`config.mk`:
```
export PLATFORM = sky130hd
export DESIGN_NAME = pio_nibble_bus_host
export DESIGN_NICKNAME = d
export VERILOG_FILES = /design/src/logic/pio_nibble_pkg.sv /design/src/logic/pio_nibble_bus_host.sv
export VERILOG_INCLUDE_DIRS = /design/src /design/src/logic
export SDC_FILE = /design/constraint.sdc
export NUM_CORES = 1
export LEC_CHECK = 0
export BUFFER_PORTS_ARGS = -buffer_cell sky130_fd_sc_hd__buf_2
export CAP_MARGIN = 20
export CORE_ASPECT_RATIO = 0.7
export CORE_MARGIN = 10
export CORE_UTILIZATION = 58
export CTS_BUF_LIST = sky130_fd_sc_hd__clkbuf_16
export DETAILED_ROUTE_END_ITERATION = 10
export MAX_ROUTING_LAYER = met4
export PLACE_DENSITY = 0.8
export RECOVER_POWER = 100
export SLEW_MARGIN = 15
export SYNTH_ARGS = -nofsm -noshare
export SYNTH_HDL_FRONTEND = slang
export SYNTH_SLANG_ARGS = --single-unit
```
`constraint.sdc`:
```
create_clock -name pclk -period 2.61 [get_ports pclk]
set_clock_uncertainty 0.2 [all_clocks]
set_input_delay 0 -clock pclk [delete_from_list [all_inputs] [get_ports pclk]]
set_output_delay 0 -clock pclk [all_outputs]
set_load 0.05 [all_outputs]
```
`src/logic/pio_nibble_defines.svh`:
```
`ifndef PIO_NIBBLE_DEFINES_SVH
`define PIO_NIBBLE_DEFINES_SVH

// Register byte offsets on the APB side.
`define REG_CMD 8'h00
`define REG_ADDR 8'h04
`define REG_DATA 8'h08
`define REG_STATUS 8'h0C
`define REG_CURADDR 8'h10

// Command word fields.
`define CMD_OP 4:0
`define CMD_BOARD 10:5
`define CMD_RELAY 13:11
`define CMD_STATE 14

// Status word fields.
`define STS_BUSY 0
`define STS_SETTLING 1
`define STS_REFUSED 2
`define STS_PRESENT 3
`define STS_LOADED 4
`define STS_DACINIT 5
`define STS_RESULT 11:8

// Port A layout: strobe, cycle code, data nibble.
`define PORT_STROBE 7
`define PORT_CODE 6:4
`define PORT_DATA 3:0

// Converter board control nibbles.
`define DAC_INIT_NIB 4'h0
`define DAC_LOAD1_NIB 4'h1
`define DAC_LOAD2_NIB 4'h2
`define DAC_XFER1_NIB 4'h3
`define DAC_XFER2_NIB 4'h4
`define DAC_SET1_NIB 4'h5
`define DAC_SET2_NIB 4'h6

// Timing, rounded up to whole cycles.
`define CLK_MHZ 20
`define STROBE_NS 300
`define STROBE_CYC ((`STROBE_NS * `CLK_MHZ + 999) / 1000)
`define BUSRST_NS 1000
`define BUSRST_CYC ((`BUSRST_NS * `CLK_MHZ + 999) / 1000)
`define SETTLE_US_DEFAULT 1000

`endif

```
`src/logic/pio_nibble_pkg.sv`:
```
package pio_nibble_pkg;

  // Sequencer states, Gray coded along idle, address, data.
  typedef enum logic [2:0] {
    idle = 3'b000,
    addressing = 3'b001,
    data_cyc = 3'b011,
    bus_reset = 3'b010,
    settling = 3'b110
  } seq_state_t;

  // Cycle codes placed on port A bits 6..4.
  typedef enum logic [2:0] {
    cyc_reset = 3'h0,
    cyc_adr0 = 3'h1,
    cyc_adr1 = 3'h2,
    cyc_adr2 = 3'h3,
    cyc_write = 3'h4,
    cyc_rd0 = 3'h5,
    cyc_rd1 = 3'h6,
    cyc_spare = 3'h7
  } cyc_t;

  // Software commands.
  typedef enum logic [4:0] {
    op_nop = 5'h00,
    op_set_addr = 5'h01,
    op_write = 5'h02,
    op_read0 = 5'h03,
    op_read1 = 5'h04,
    op_read_spare = 5'h05,
    op_bus_reset = 5'h06,
    op_poll = 5'h07,
    op_relay = 5'h08,
    op_dac_addr = 5'h09,
    op_dac_init = 5'h0A,
    op_dac_load1 = 5'h0B,
    op_dac_load2 = 5'h0C,
    op_dac_xfer1 = 5'h0D,
    op_dac_xfer2 = 5'h0E,
    op_dac_set1 = 5'h0F,
    op_dac_set2 = 5'h10
  } op_t;

  // Whole state of the adapter.
  typedef struct packed {
    seq_state_t st;
    cyc_t kind;
    logic [7:0] phase;
    logic [31:0] settle;
    logic [1:0] aidx;
    logic [1:0] didx;
    logic [2:0] dcnt;
    logic [15:0] nibs;
    logic [11:0] cur_addr;
    logic [11:0] addr_reg;
    logic [11:0] data_reg;
    logic [3:0] result;
    logic poll;
    logic present;
    logic refused;
    logic loaded;
    logic dac_init;
    logic [3:0] sync1;
    logic [3:0] sync2;
    logic [3:0] sync3;
    logic [3:0] din;
    logic [7:0] port_out;
    logic [7:0] port_oe;
    logic [31:0] prdata;
    logic pready;
    logic pslverr;
  } adapter_state_t;

endpackage : pio_nibble_pkg
```
`src/logic/pio_nibble_bus_host.sv`:
```
// The APB register port and the register offsets were decided locally.
`timescale 1ns/1ps
`include "pio_nibble_defines.svh"
// How it works
// - Bus runs over one 8-bit port; only 4-bit data boards are served.
// - No attention line exists toward the boards.
// - A current 12-bit target address is kept until software loads another; a bus reset marks it unloaded but keeps its value.
// - Supplied address has first and third nibbles exchanged.
// - A write puts the low four bits of the value on the bus.
// - Three read cycle types each return four bits in the low bits.
// - A bus reset operation resets all attached boards.
// - After bus reset, a settle wait blocks every board access.
// - Poll loads the address, runs read cycle 0, reports bit 0 low as presence.
// - Every data cycle is preceded by three address nibble cycles.
// - Relay board number maps to address pppx000y000z.
// - Jumper bits read 0 when closed, 1 when open.
// - Relay command picks relay 0 to 7; state 1 energises, 0 releases.
// - Converter board number maps to address pppx001y000z.
// - Stage load writes a 12-bit value into a holding register only.
// - Transfer copies holding register into the output register.
// - Converter board must be initialised before data is written.
// - Direct set uses only the low 12 bits of the value.
// - Converter operations need the board address loaded first.
module pio_nibble_bus_host #(
  parameter int unsigned CLK_MHZ = `CLK_MHZ,
  parameter int unsigned SETTLE_US = `SETTLE_US_DEFAULT
) (
  input wire logic pclk,
  input wire logic presetn,
  input wire logic psel,
  input wire logic penable,
  input wire logic pwrite,
  input wire logic [7:0] paddr,
  input wire logic [31:0] pwdata,
  output logic [31:0] prdata,
  output logic pready,
  output logic pslverr,
  input wire logic [7:0] host_parallel_port_a_in,
  output logic [7:0] host_parallel_port_a_out,
  output logic [7:0] host_parallel_port_a_oe
);

  localparam logic [7:0] STB = 8'(`STROBE_CYC);
  localparam logic [7:0] LAST = 8'(`STROBE_CYC + 1);
  localparam logic [7:0] RST_LAST = 8'(`BUSRST_CYC - 1);
  // The settle wait grows with the clock so wall time never shrinks.
  localparam logic [31:0] SETTLE_LAST = 32'(SETTLE_US * CLK_MHZ - 1);

  pio_nibble_pkg::adapter_state_t s;
  pio_nibble_pkg::adapter_state_t n;
  pio_nibble_pkg::op_t cmd;
  pio_nibble_pkg::cyc_t code;
  logic [3:0] nib;
  logic rd;
  logic access;

  ////////////////////////////////////////////////////////////////////////
  // Helpers.

  // Exchanging nibbles one and three is its own inverse.
  function automatic logic [11:0] nib_swap(input logic [11:0] v);
    return {v[3:0], v[7:4], v[11:8]};
  endfunction : nib_swap

  // Board number pppxyz; jumper bits pass as given, closed is zero.
  function automatic logic [11:0] board_addr(input logic [5:0] b, input logic dac);
    return {b[5:3], b[2], 2'b00, dac, b[1], 3'b000, b[0]};
  endfunction : board_addr

  function automatic logic is_read(input pio_nibble_pkg::cyc_t k);
    return (k == pio_nibble_pkg::cyc_rd0) || (k == pio_nibble_pkg::cyc_rd1) ||
           (k == pio_nibble_pkg::cyc_spare);
  endfunction : is_read

  function automatic logic addr_hit(input logic [7:0] a);
    return (a == `REG_CMD) || (a == `REG_ADDR) || (a == `REG_DATA) ||
           (a == `REG_STATUS) || (a == `REG_CURADDR);
  endfunction : addr_hit

  ////////////////////////////////////////////////////////////////////////
  // Next-state logic.

  // One process computes every next value from the registered state.
  always_comb begin
    n = s;
    cmd = pio_nibble_pkg::op_t'(pwdata[`CMD_OP]);
    code = pio_nibble_pkg::cyc_reset;
    nib = 4'h0;
    rd = 1'b0;
    access = psel & penable;

    // Three-stage input synchroniser; a change counts once stages agree.
    n.sync1 = host_parallel_port_a_in[`PORT_DATA];
    n.sync2 = s.sync1;
    n.sync3 = s.sync2;
    if (s.sync2 == s.sync3) begin
      n.din = s.sync3;
    end

    // APB answers one cycle into the access phase.
    n.pready = access & ~s.pready;
    n.pslverr = access & ~s.pready & ~addr_hit(paddr);
    if (access && !s.pready && !pwrite) begin
      case (paddr)
        `REG_ADDR: n.prdata = {20'h00000, s.addr_reg};
        `REG_DATA: n.prdata = {20'h00000, s.data_reg};
        `REG_CURADDR: n.prdata = {20'h00000, nib_swap(s.cur_addr)};
        `REG_STATUS: begin
          n.prdata = 32'h00000000;
          n.prdata[`STS_BUSY] = (s.st != pio_nibble_pkg::idle);
          n.prdata[`STS_SETTLING] = (s.st == pio_nibble_pkg::bus_reset) ||
                                    (s.st == pio_nibble_pkg::settling);
          n.prdata[`STS_REFUSED] = s.refused;
          n.prdata[`STS_PRESENT] = s.present;
          n.prdata[`STS_LOADED] = s.loaded;
          n.prdata[`STS_DACINIT] = s.dac_init;
          n.prdata[`STS_RESULT] = s.result;
        end
        default: n.prdata = 32'h00000000;
      endcase
    end

    // Writes take effect on the edge where the master sees pready.
    if (access && s.pready && pwrite) begin
      case (paddr)
        `REG_ADDR: n.addr_reg = pwdata[11:0];
        `REG_DATA: n.data_reg = pwdata[11:0];
        `REG_CMD: begin
          if (s.st != pio_nibble_pkg::idle) begin
            // Busy or settling: the command is dropped and flagged.
            n.refused = 1'b1;
          end else begin
            n.refused = 1'b0;
            n.phase = 8'h00;
            n.aidx = 2'b00;
            n.didx = 2'b00;
            n.dcnt = 3'h1;
            n.poll = 1'b0;
            n.nibs = {12'h000, s.data_reg[3:0]};
            case (cmd)
              pio_nibble_pkg::op_set_addr: begin
                n.cur_addr = nib_swap(s.addr_reg);
                n.loaded = 1'b1;
                n.dac_init = 1'b0;
              end
              pio_nibble_pkg::op_write,
              pio_nibble_pkg::op_read0,
              pio_nibble_pkg::op_read1,
              pio_nibble_pkg::op_read_spare: begin
                if (!s.loaded) begin
                  n.refused = 1'b1;
                end else begin
                  n.st = pio_nibble_pkg::addressing;
                  n.kind = (cmd == pio_nibble_pkg::op_write) ? pio_nibble_pkg::cyc_write :
                           (cmd == pio_nibble_pkg::op_read0) ? pio_nibble_pkg::cyc_rd0 :
                           (cmd == pio_nibble_pkg::op_read1) ? pio_nibble_pkg::cyc_rd1 :
                           pio_nibble_pkg::cyc_spare;
                end
              end
              pio_nibble_pkg::op_bus_reset: begin
                n.st = pio_nibble_pkg::bus_reset;
                n.loaded = 1'b0;
                n.dac_init = 1'b0;
              end
              pio_nibble_pkg::op_poll: begin
                n.cur_addr = nib_swap(s.addr_reg);
                n.loaded = 1'b1;
                n.dac_init = 1'b0;
                n.poll = 1'b1;
                n.kind = pio_nibble_pkg::cyc_rd0;
                n.st = pio_nibble_pkg::addressing;
              end
              pio_nibble_pkg::op_relay: begin
                // Relay nibble is relay number over the on/off bit.
                n.cur_addr = board_addr(pwdata[`CMD_BOARD], 1'b0);
                n.loaded = 1'b1;
                n.dac_init = 1'b0;
                n.nibs = {12'h000, pwdata[`CMD_RELAY], pwdata[`CMD_STATE]};
                n.kind = pio_nibble_pkg::cyc_write;
                n.st = pio_nibble_pkg::addressing;
              end
              pio_nibble_pkg::op_dac_addr: begin
                n.cur_addr = board_addr(pwdata[`CMD_BOARD], 1'b1);
                n.loaded = 1'b1;
                n.dac_init = 1'b0;
              end
              pio_nibble_pkg::op_dac_init,
              pio_nibble_pkg::op_dac_xfer1,
              pio_nibble_pkg::op_dac_xfer2: begin
                if (!s.loaded) begin
                  n.refused = 1'b1;
                end else begin
                  n.kind = pio_nibble_pkg::cyc_write;
                  n.st = pio_nibble_pkg::addressing;
                  n.dac_init = s.dac_init | (cmd == pio_nibble_pkg::op_dac_init);
                  n.nibs[3:0] = (cmd == pio_nibble_pkg::op_dac_init) ? `DAC_INIT_NIB :
                                (cmd == pio_nibble_pkg::op_dac_xfer1) ? `DAC_XFER1_NIB :
                                `DAC_XFER2_NIB;
                end
              end
              pio_nibble_pkg::op_dac_load1,
              pio_nibble_pkg::op_dac_load2,
              pio_nibble_pkg::op_dac_set1,
              pio_nibble_pkg::op_dac_set2: begin
                // Data ops need both a loaded address and an initialised board.
                if (!s.loaded || !s.dac_init) begin
                  n.refused = 1'b1;
                end else begin
                  n.kind = pio_nibble_pkg::cyc_write;
                  n.st = pio_nibble_pkg::addressing;
                  n.dcnt = 3'h4;
                  n.nibs[15:4] = {s.data_reg[3:0], s.data_reg[7:4], s.data_reg[11:8]};
                  n.nibs[3:0] = (cmd == pio_nibble_pkg::op_dac_load1) ? `DAC_LOAD1_NIB :
                                (cmd == pio_nibble_pkg::op_dac_load2) ? `DAC_LOAD2_NIB :
                                (cmd == pio_nibble_pkg::op_dac_set1) ? `DAC_SET1_NIB :
                                `DAC_SET2_NIB;
                end
              end
              default: n.refused = 1'b0;
            endcase
          end
        end
        default: n.refused = s.refused;
      endcase
    end

    // Bus sequencer: setup phase, strobe phases, then one hold phase.
    case (s.st)
      pio_nibble_pkg::addressing,
      pio_nibble_pkg::data_cyc: begin
        if (s.st == pio_nibble_pkg::addressing) begin
          // Most significant nibble goes out first.
          code = pio_nibble_pkg::cyc_t'(3'(s.aidx) + 3'h1);
          nib = s.cur_addr[4'(4'd8 - {s.aidx, 2'b00}) +: 4];
        end else begin
          code = s.kind;
          nib = s.nibs[{s.didx, 2'b00} +: 4];
          rd = is_read(s.kind);
        end
        n.port_out[`PORT_STROBE] = (s.phase != 8'h00) && (s.phase != LAST);
        n.port_out[`PORT_CODE] = code;
        n.port_out[`PORT_DATA] = rd ? 4'h0 : nib;
        // Data lines are released while the board answers a read.
        n.port_oe = {4'hF, {4{~rd}}};
        if (rd && s.phase == STB) begin
          n.result = s.din;
          if (s.poll) begin
            n.present = ~s.din[0];
          end
        end
        if (s.phase == LAST) begin
          n.phase = 8'h00;
          if (s.st == pio_nibble_pkg::addressing) begin
            n.aidx = s.aidx + 2'b01;
            if (s.aidx == 2'b10) begin
              n.aidx = 2'b00;
              n.st = pio_nibble_pkg::data_cyc;
            end
          end else if (3'(s.didx) + 3'h1 == s.dcnt) begin
            n.st = pio_nibble_pkg::idle;
          end else begin
            // Each further nibble is again preceded by its address.
            n.didx = s.didx + 2'b01;
            n.st = pio_nibble_pkg::addressing;
          end
        end else begin
          n.phase = s.phase + 8'h01;
        end
      end
      pio_nibble_pkg::bus_reset: begin
        n.port_out = {1'b1, pio_nibble_pkg::cyc_reset, 4'h0};
        n.port_oe = 8'hFF;
        n.phase = s.phase + 8'h01;
        n.settle = 32'h00000000;
        if (s.phase == RST_LAST) begin
          n.phase = 8'h00;
          n.st = pio_nibble_pkg::settling;
        end
      end
      pio_nibble_pkg::settling: begin
        n.port_out = 8'h00;
        n.port_oe = 8'hFF;
        n.settle = s.settle + 32'h00000001;
        if (s.settle == SETTLE_LAST) begin
          n.st = pio_nibble_pkg::idle;
        end
      end
      default: begin
        n.port_out = 8'h00;
        n.port_oe = 8'hFF;
      end
    endcase
  end

  ////////////////////////////////////////////////////////////////////////
  // State register and outputs.

  // Port pins stay undriven under reset so boards see no false cycle.
  always_ff @(posedge pclk or negedge presetn) begin
    if (!presetn) begin
      s <= '0;
    end else begin
      s <= n;
    end
  end

  // Port A carries strobe, cycle code and nibble; no attention input.
  assign host_parallel_port_a_out = s.port_out;
  assign host_parallel_port_a_oe = s.port_oe;
  assign prdata = s.prdata;
  assign pready = s.pready;
  assign pslverr = s.pslverr;
endmodule : pio_nibble_bus_host

```
==> flow_summary_export.csv <==
group,metric,value,unit
global_routing,grt_pass1_vias,6573,
pwr,cellPowerDensity,570,nW/um^2
drt,first_pass_iters,6,
clocking,root_buffer,"clkbuf_16",
timing,setup-tns-final,0,ns
floorplanning,die_h,118,um
worst_setup_path,end_kind,"flip-flop",
global_routing,gr-usage-met2,0.342,
job,maxCapViolCount,0,
global_routing,overflow,0,
pwr,p_leak,4.12,nW
layout,drive_above_1_share,0.156,
yosys,synth_area,8010,um^2
yosys,async_reset_ff_frac,1.00,
layout,final_common_cell,"dfrtp_1",
clocking,cts.sinks,153,
timing,layout_min_cycle_time,2.49,ns
global_routing,antenna_found_initial,0,
layout,nets,940,
worst_setup_path,path_class,"flip-flop to flip-flop",
clocking,cts_tree,"built",
layout,multiInputGateArea,3620,um^2
layout,fill_cells,1023,
yosys,ys_types,57,
floorplanning,die_x,160,um
worst_setup_path,crit_path_max_fanout,6,
timing,max_freq,401,MHz
drt,drc,0,
clocking,path_clk_slew,0.07,ns
global_routing,grt_use_total,0.226,
yosys,ys_seq_area_frac,0.478,
pwr,peakVddDrop,0.510,mV
timing,worst_pin_slew,1.38,ns
floorplanning,fp-row-count,35,
place,post-dp-hpwl,14.6,mm
timing,hold_viol,0,
yosys,yosysWarnings,0,
drt,first_iter_violations,591,
floorplanning,io_pins,103,
layout,final_cell_mix,"dfrtp_1, nand2_1, nor2_1, o21ai_0, mux2_2",
global_routing,grt_first_pass_wirelength,34.2,mm
timing,finalCritPeriodShare,0.955,
layout,utilization,0.691,
worst_setup_path,arrival,2.64,ns
drt,wirelength,20.9,mm
timing,relSlewSlack,0.0813,
drt,drt.antenna.violating_nets,0,
worst_setup_path,cp.required,2.75,ns
floorplanning,design.die.area,19000,um^2
global_routing,grtUsageMet3,0.0544,
clocking,clkLatencyLatePin,0.44,ns
timing,setup_violations,0,
status,status,"finished, final reports clean",
yosys,synth_edf_count,0,
clocking,clock_path_buffers,2,
floorplanning,core,13300,um^2
yosys,synth_seq_cells,153,
drt,vias,6520,
layout,regArea,3830,um^2
global_routing,grt_most_used_layer,"met2",
clocking,cts_setup_buffers,0,
place,gp_congestion,0.957,
global_routing,met1_usage,0.294,
clocking,ctsHtreeMaxLevel,4,
floorplanning,start_util,0.601,
drt,via_per_inst,6.06,
clocking,numCtsBuffers,17,
place,port_buffers,61,
timing,drv_slew,0,
yosys,syn-mean-instance-area,9.99,um^2
yosys,syn_inst,801,
pwr,power.total,5.24,mW
layout,diodes,0,
layout,area_growth_syn_to_layout,14.9,%
timing,rsz0062_at_grt,"false",
worst_setup_path,cp-start-kind,"flip-flop",
hold_path,hp-class,"input port to flip-flop",
drt,wl_per_cell,19.4,um
global_routing,grt_start_max_net_pins,54,
yosys,synthFlopType,"dfrtp_1",
==> worst paths after layout <==
path | start | to | slack (ns) | cells past startpoint
max in group asynchronous | presetn | s[97] | 0.31 | 4
hold / removal | host_parallel_port_a_in[2] | n[60] | 0.005 | 2
setup / recovery | pready | s[166] | 0.12 | 6
min in group asynchronous | presetn | s[125] | 0.76 | 3
hold reg to reg | n[60] | n[56] | 0.15 | 0
setup reg to reg | pready | s[166] | 0.12 | 6
==> power by group <==
part | total (mW) | switching (mW) | internal (mW)
registers | 2.43 | 0.0255 | 2.41
logic | 0.350 | 0.238 | 0.112
clock network | 2.46 | 1.16 | 1.30
total | 5.24 | 1.42 | 3.82
==> stage by stage <==
| stage | setup slack (ns) | std cells | hold WS (ns) | area, um^2 |
|---|---|---|---|---|
| global route | 0.0239 | 1076 | 0.00841 | 9200 |
| floorplan | 0.271 | 820 | -0.496 | 8080 |
| detailed placement | 0.198 | 1009 | -0.136 | 8340 |
| CTS | 0.140 | 1076 | 0.00823 | 9300 |
| finish | 0.116 | 1076 | 0.00537 | 9200 |
| global placement | 0.222 | 1009 | -0.149 | 8340 |
==> synth_stat cells, drive strengths merged (8+ instances only) <==
library cell | instances | area (um^2)
a21oi | 28 | 140
a22o | 18 | 158
a22oi | 23 | 173
and3 | 8 | 50.1
buf | 50 | 377
clkbuf | 40 | 150
dfrtp | 153 | 3830
ha | 9 | 113
inv | 18 | 67.6
mux2 | 46 | 544
mux2i | 12 | 120
nand2 | 69 | 259
nand2b | 16 | 100
nand3 | 30 | 155
nand4 | 17 | 106
nor2 | 63 | 236
nor2b | 13 | 81.3
nor3 | 11 | 55.1
nor4 | 13 | 103
o21ai | 58 | 290
or3 | 8 | 50.1
xnor2 | 9 | 78.8
xor2 | 21 | 184
==> per-layer routing <==
| metal | vias to the layer above | share of wire |
|---|---|---|
| met4 | 0 | 0.022 |
| met5 | - | 0 |
| li1 | 2936 | - |
| met2 | 338 | 0.46 |
| met3 | 46 | 0.093 |
| met1 | 3200 | 0.42 |
==> worst max-delay path, cell delays in order (launching register included) <==
cell	delay, ns
dfrtp_1	0.43
nand4_1	0.24
nor4_2	0.10
buf_4	0.15
o31ai_1	0.83
inv_1	0.20
o21ai_0	0.24
==> cell families after synthesis <==
group / Yosys count / synth area share
compound gates: 162 / 0.129
xor+xnor: 30 / 0.0328
flops: 153 / 0.478
fa+ha+maj: 9 / 0.0141
other cells: 2 / 0.000938
mux: 62 / 0.0942
simple gates: 275 / 0.177
buf+inv: 108 / 0.0742
==> state kept, by name, summed over array words and instances (netlist names) <==
name                      count
host_parallel_port_a_oe       2
host_parallel_port_a_out      8
n                             8
prdata                       12
pready                        1
pslverr                       1
s                           121
==> what timing repair did <==
| item | in CTS | in global routing |
|---|---|---|
| endpoints found under the hold margin | 199 | 0 |
| resized for setup | 0 | 1 |
| hold buffers | 35 | 0 |
| endpoints found under the setup margin | 0 | 4 |
==> layout make-up <==
type | instances | area share
clock buffer | 17 | 0.0463
clock inverter | 15 | 0.0189
inverter | 18 | 0.00735
multi-input combinational | 559 | 0.394
sequential | 153 | 0.416
tap | 185 | 0.0252
timing repair buffer | 129 | 0.0920
Power figures use the tool's default switching activity.
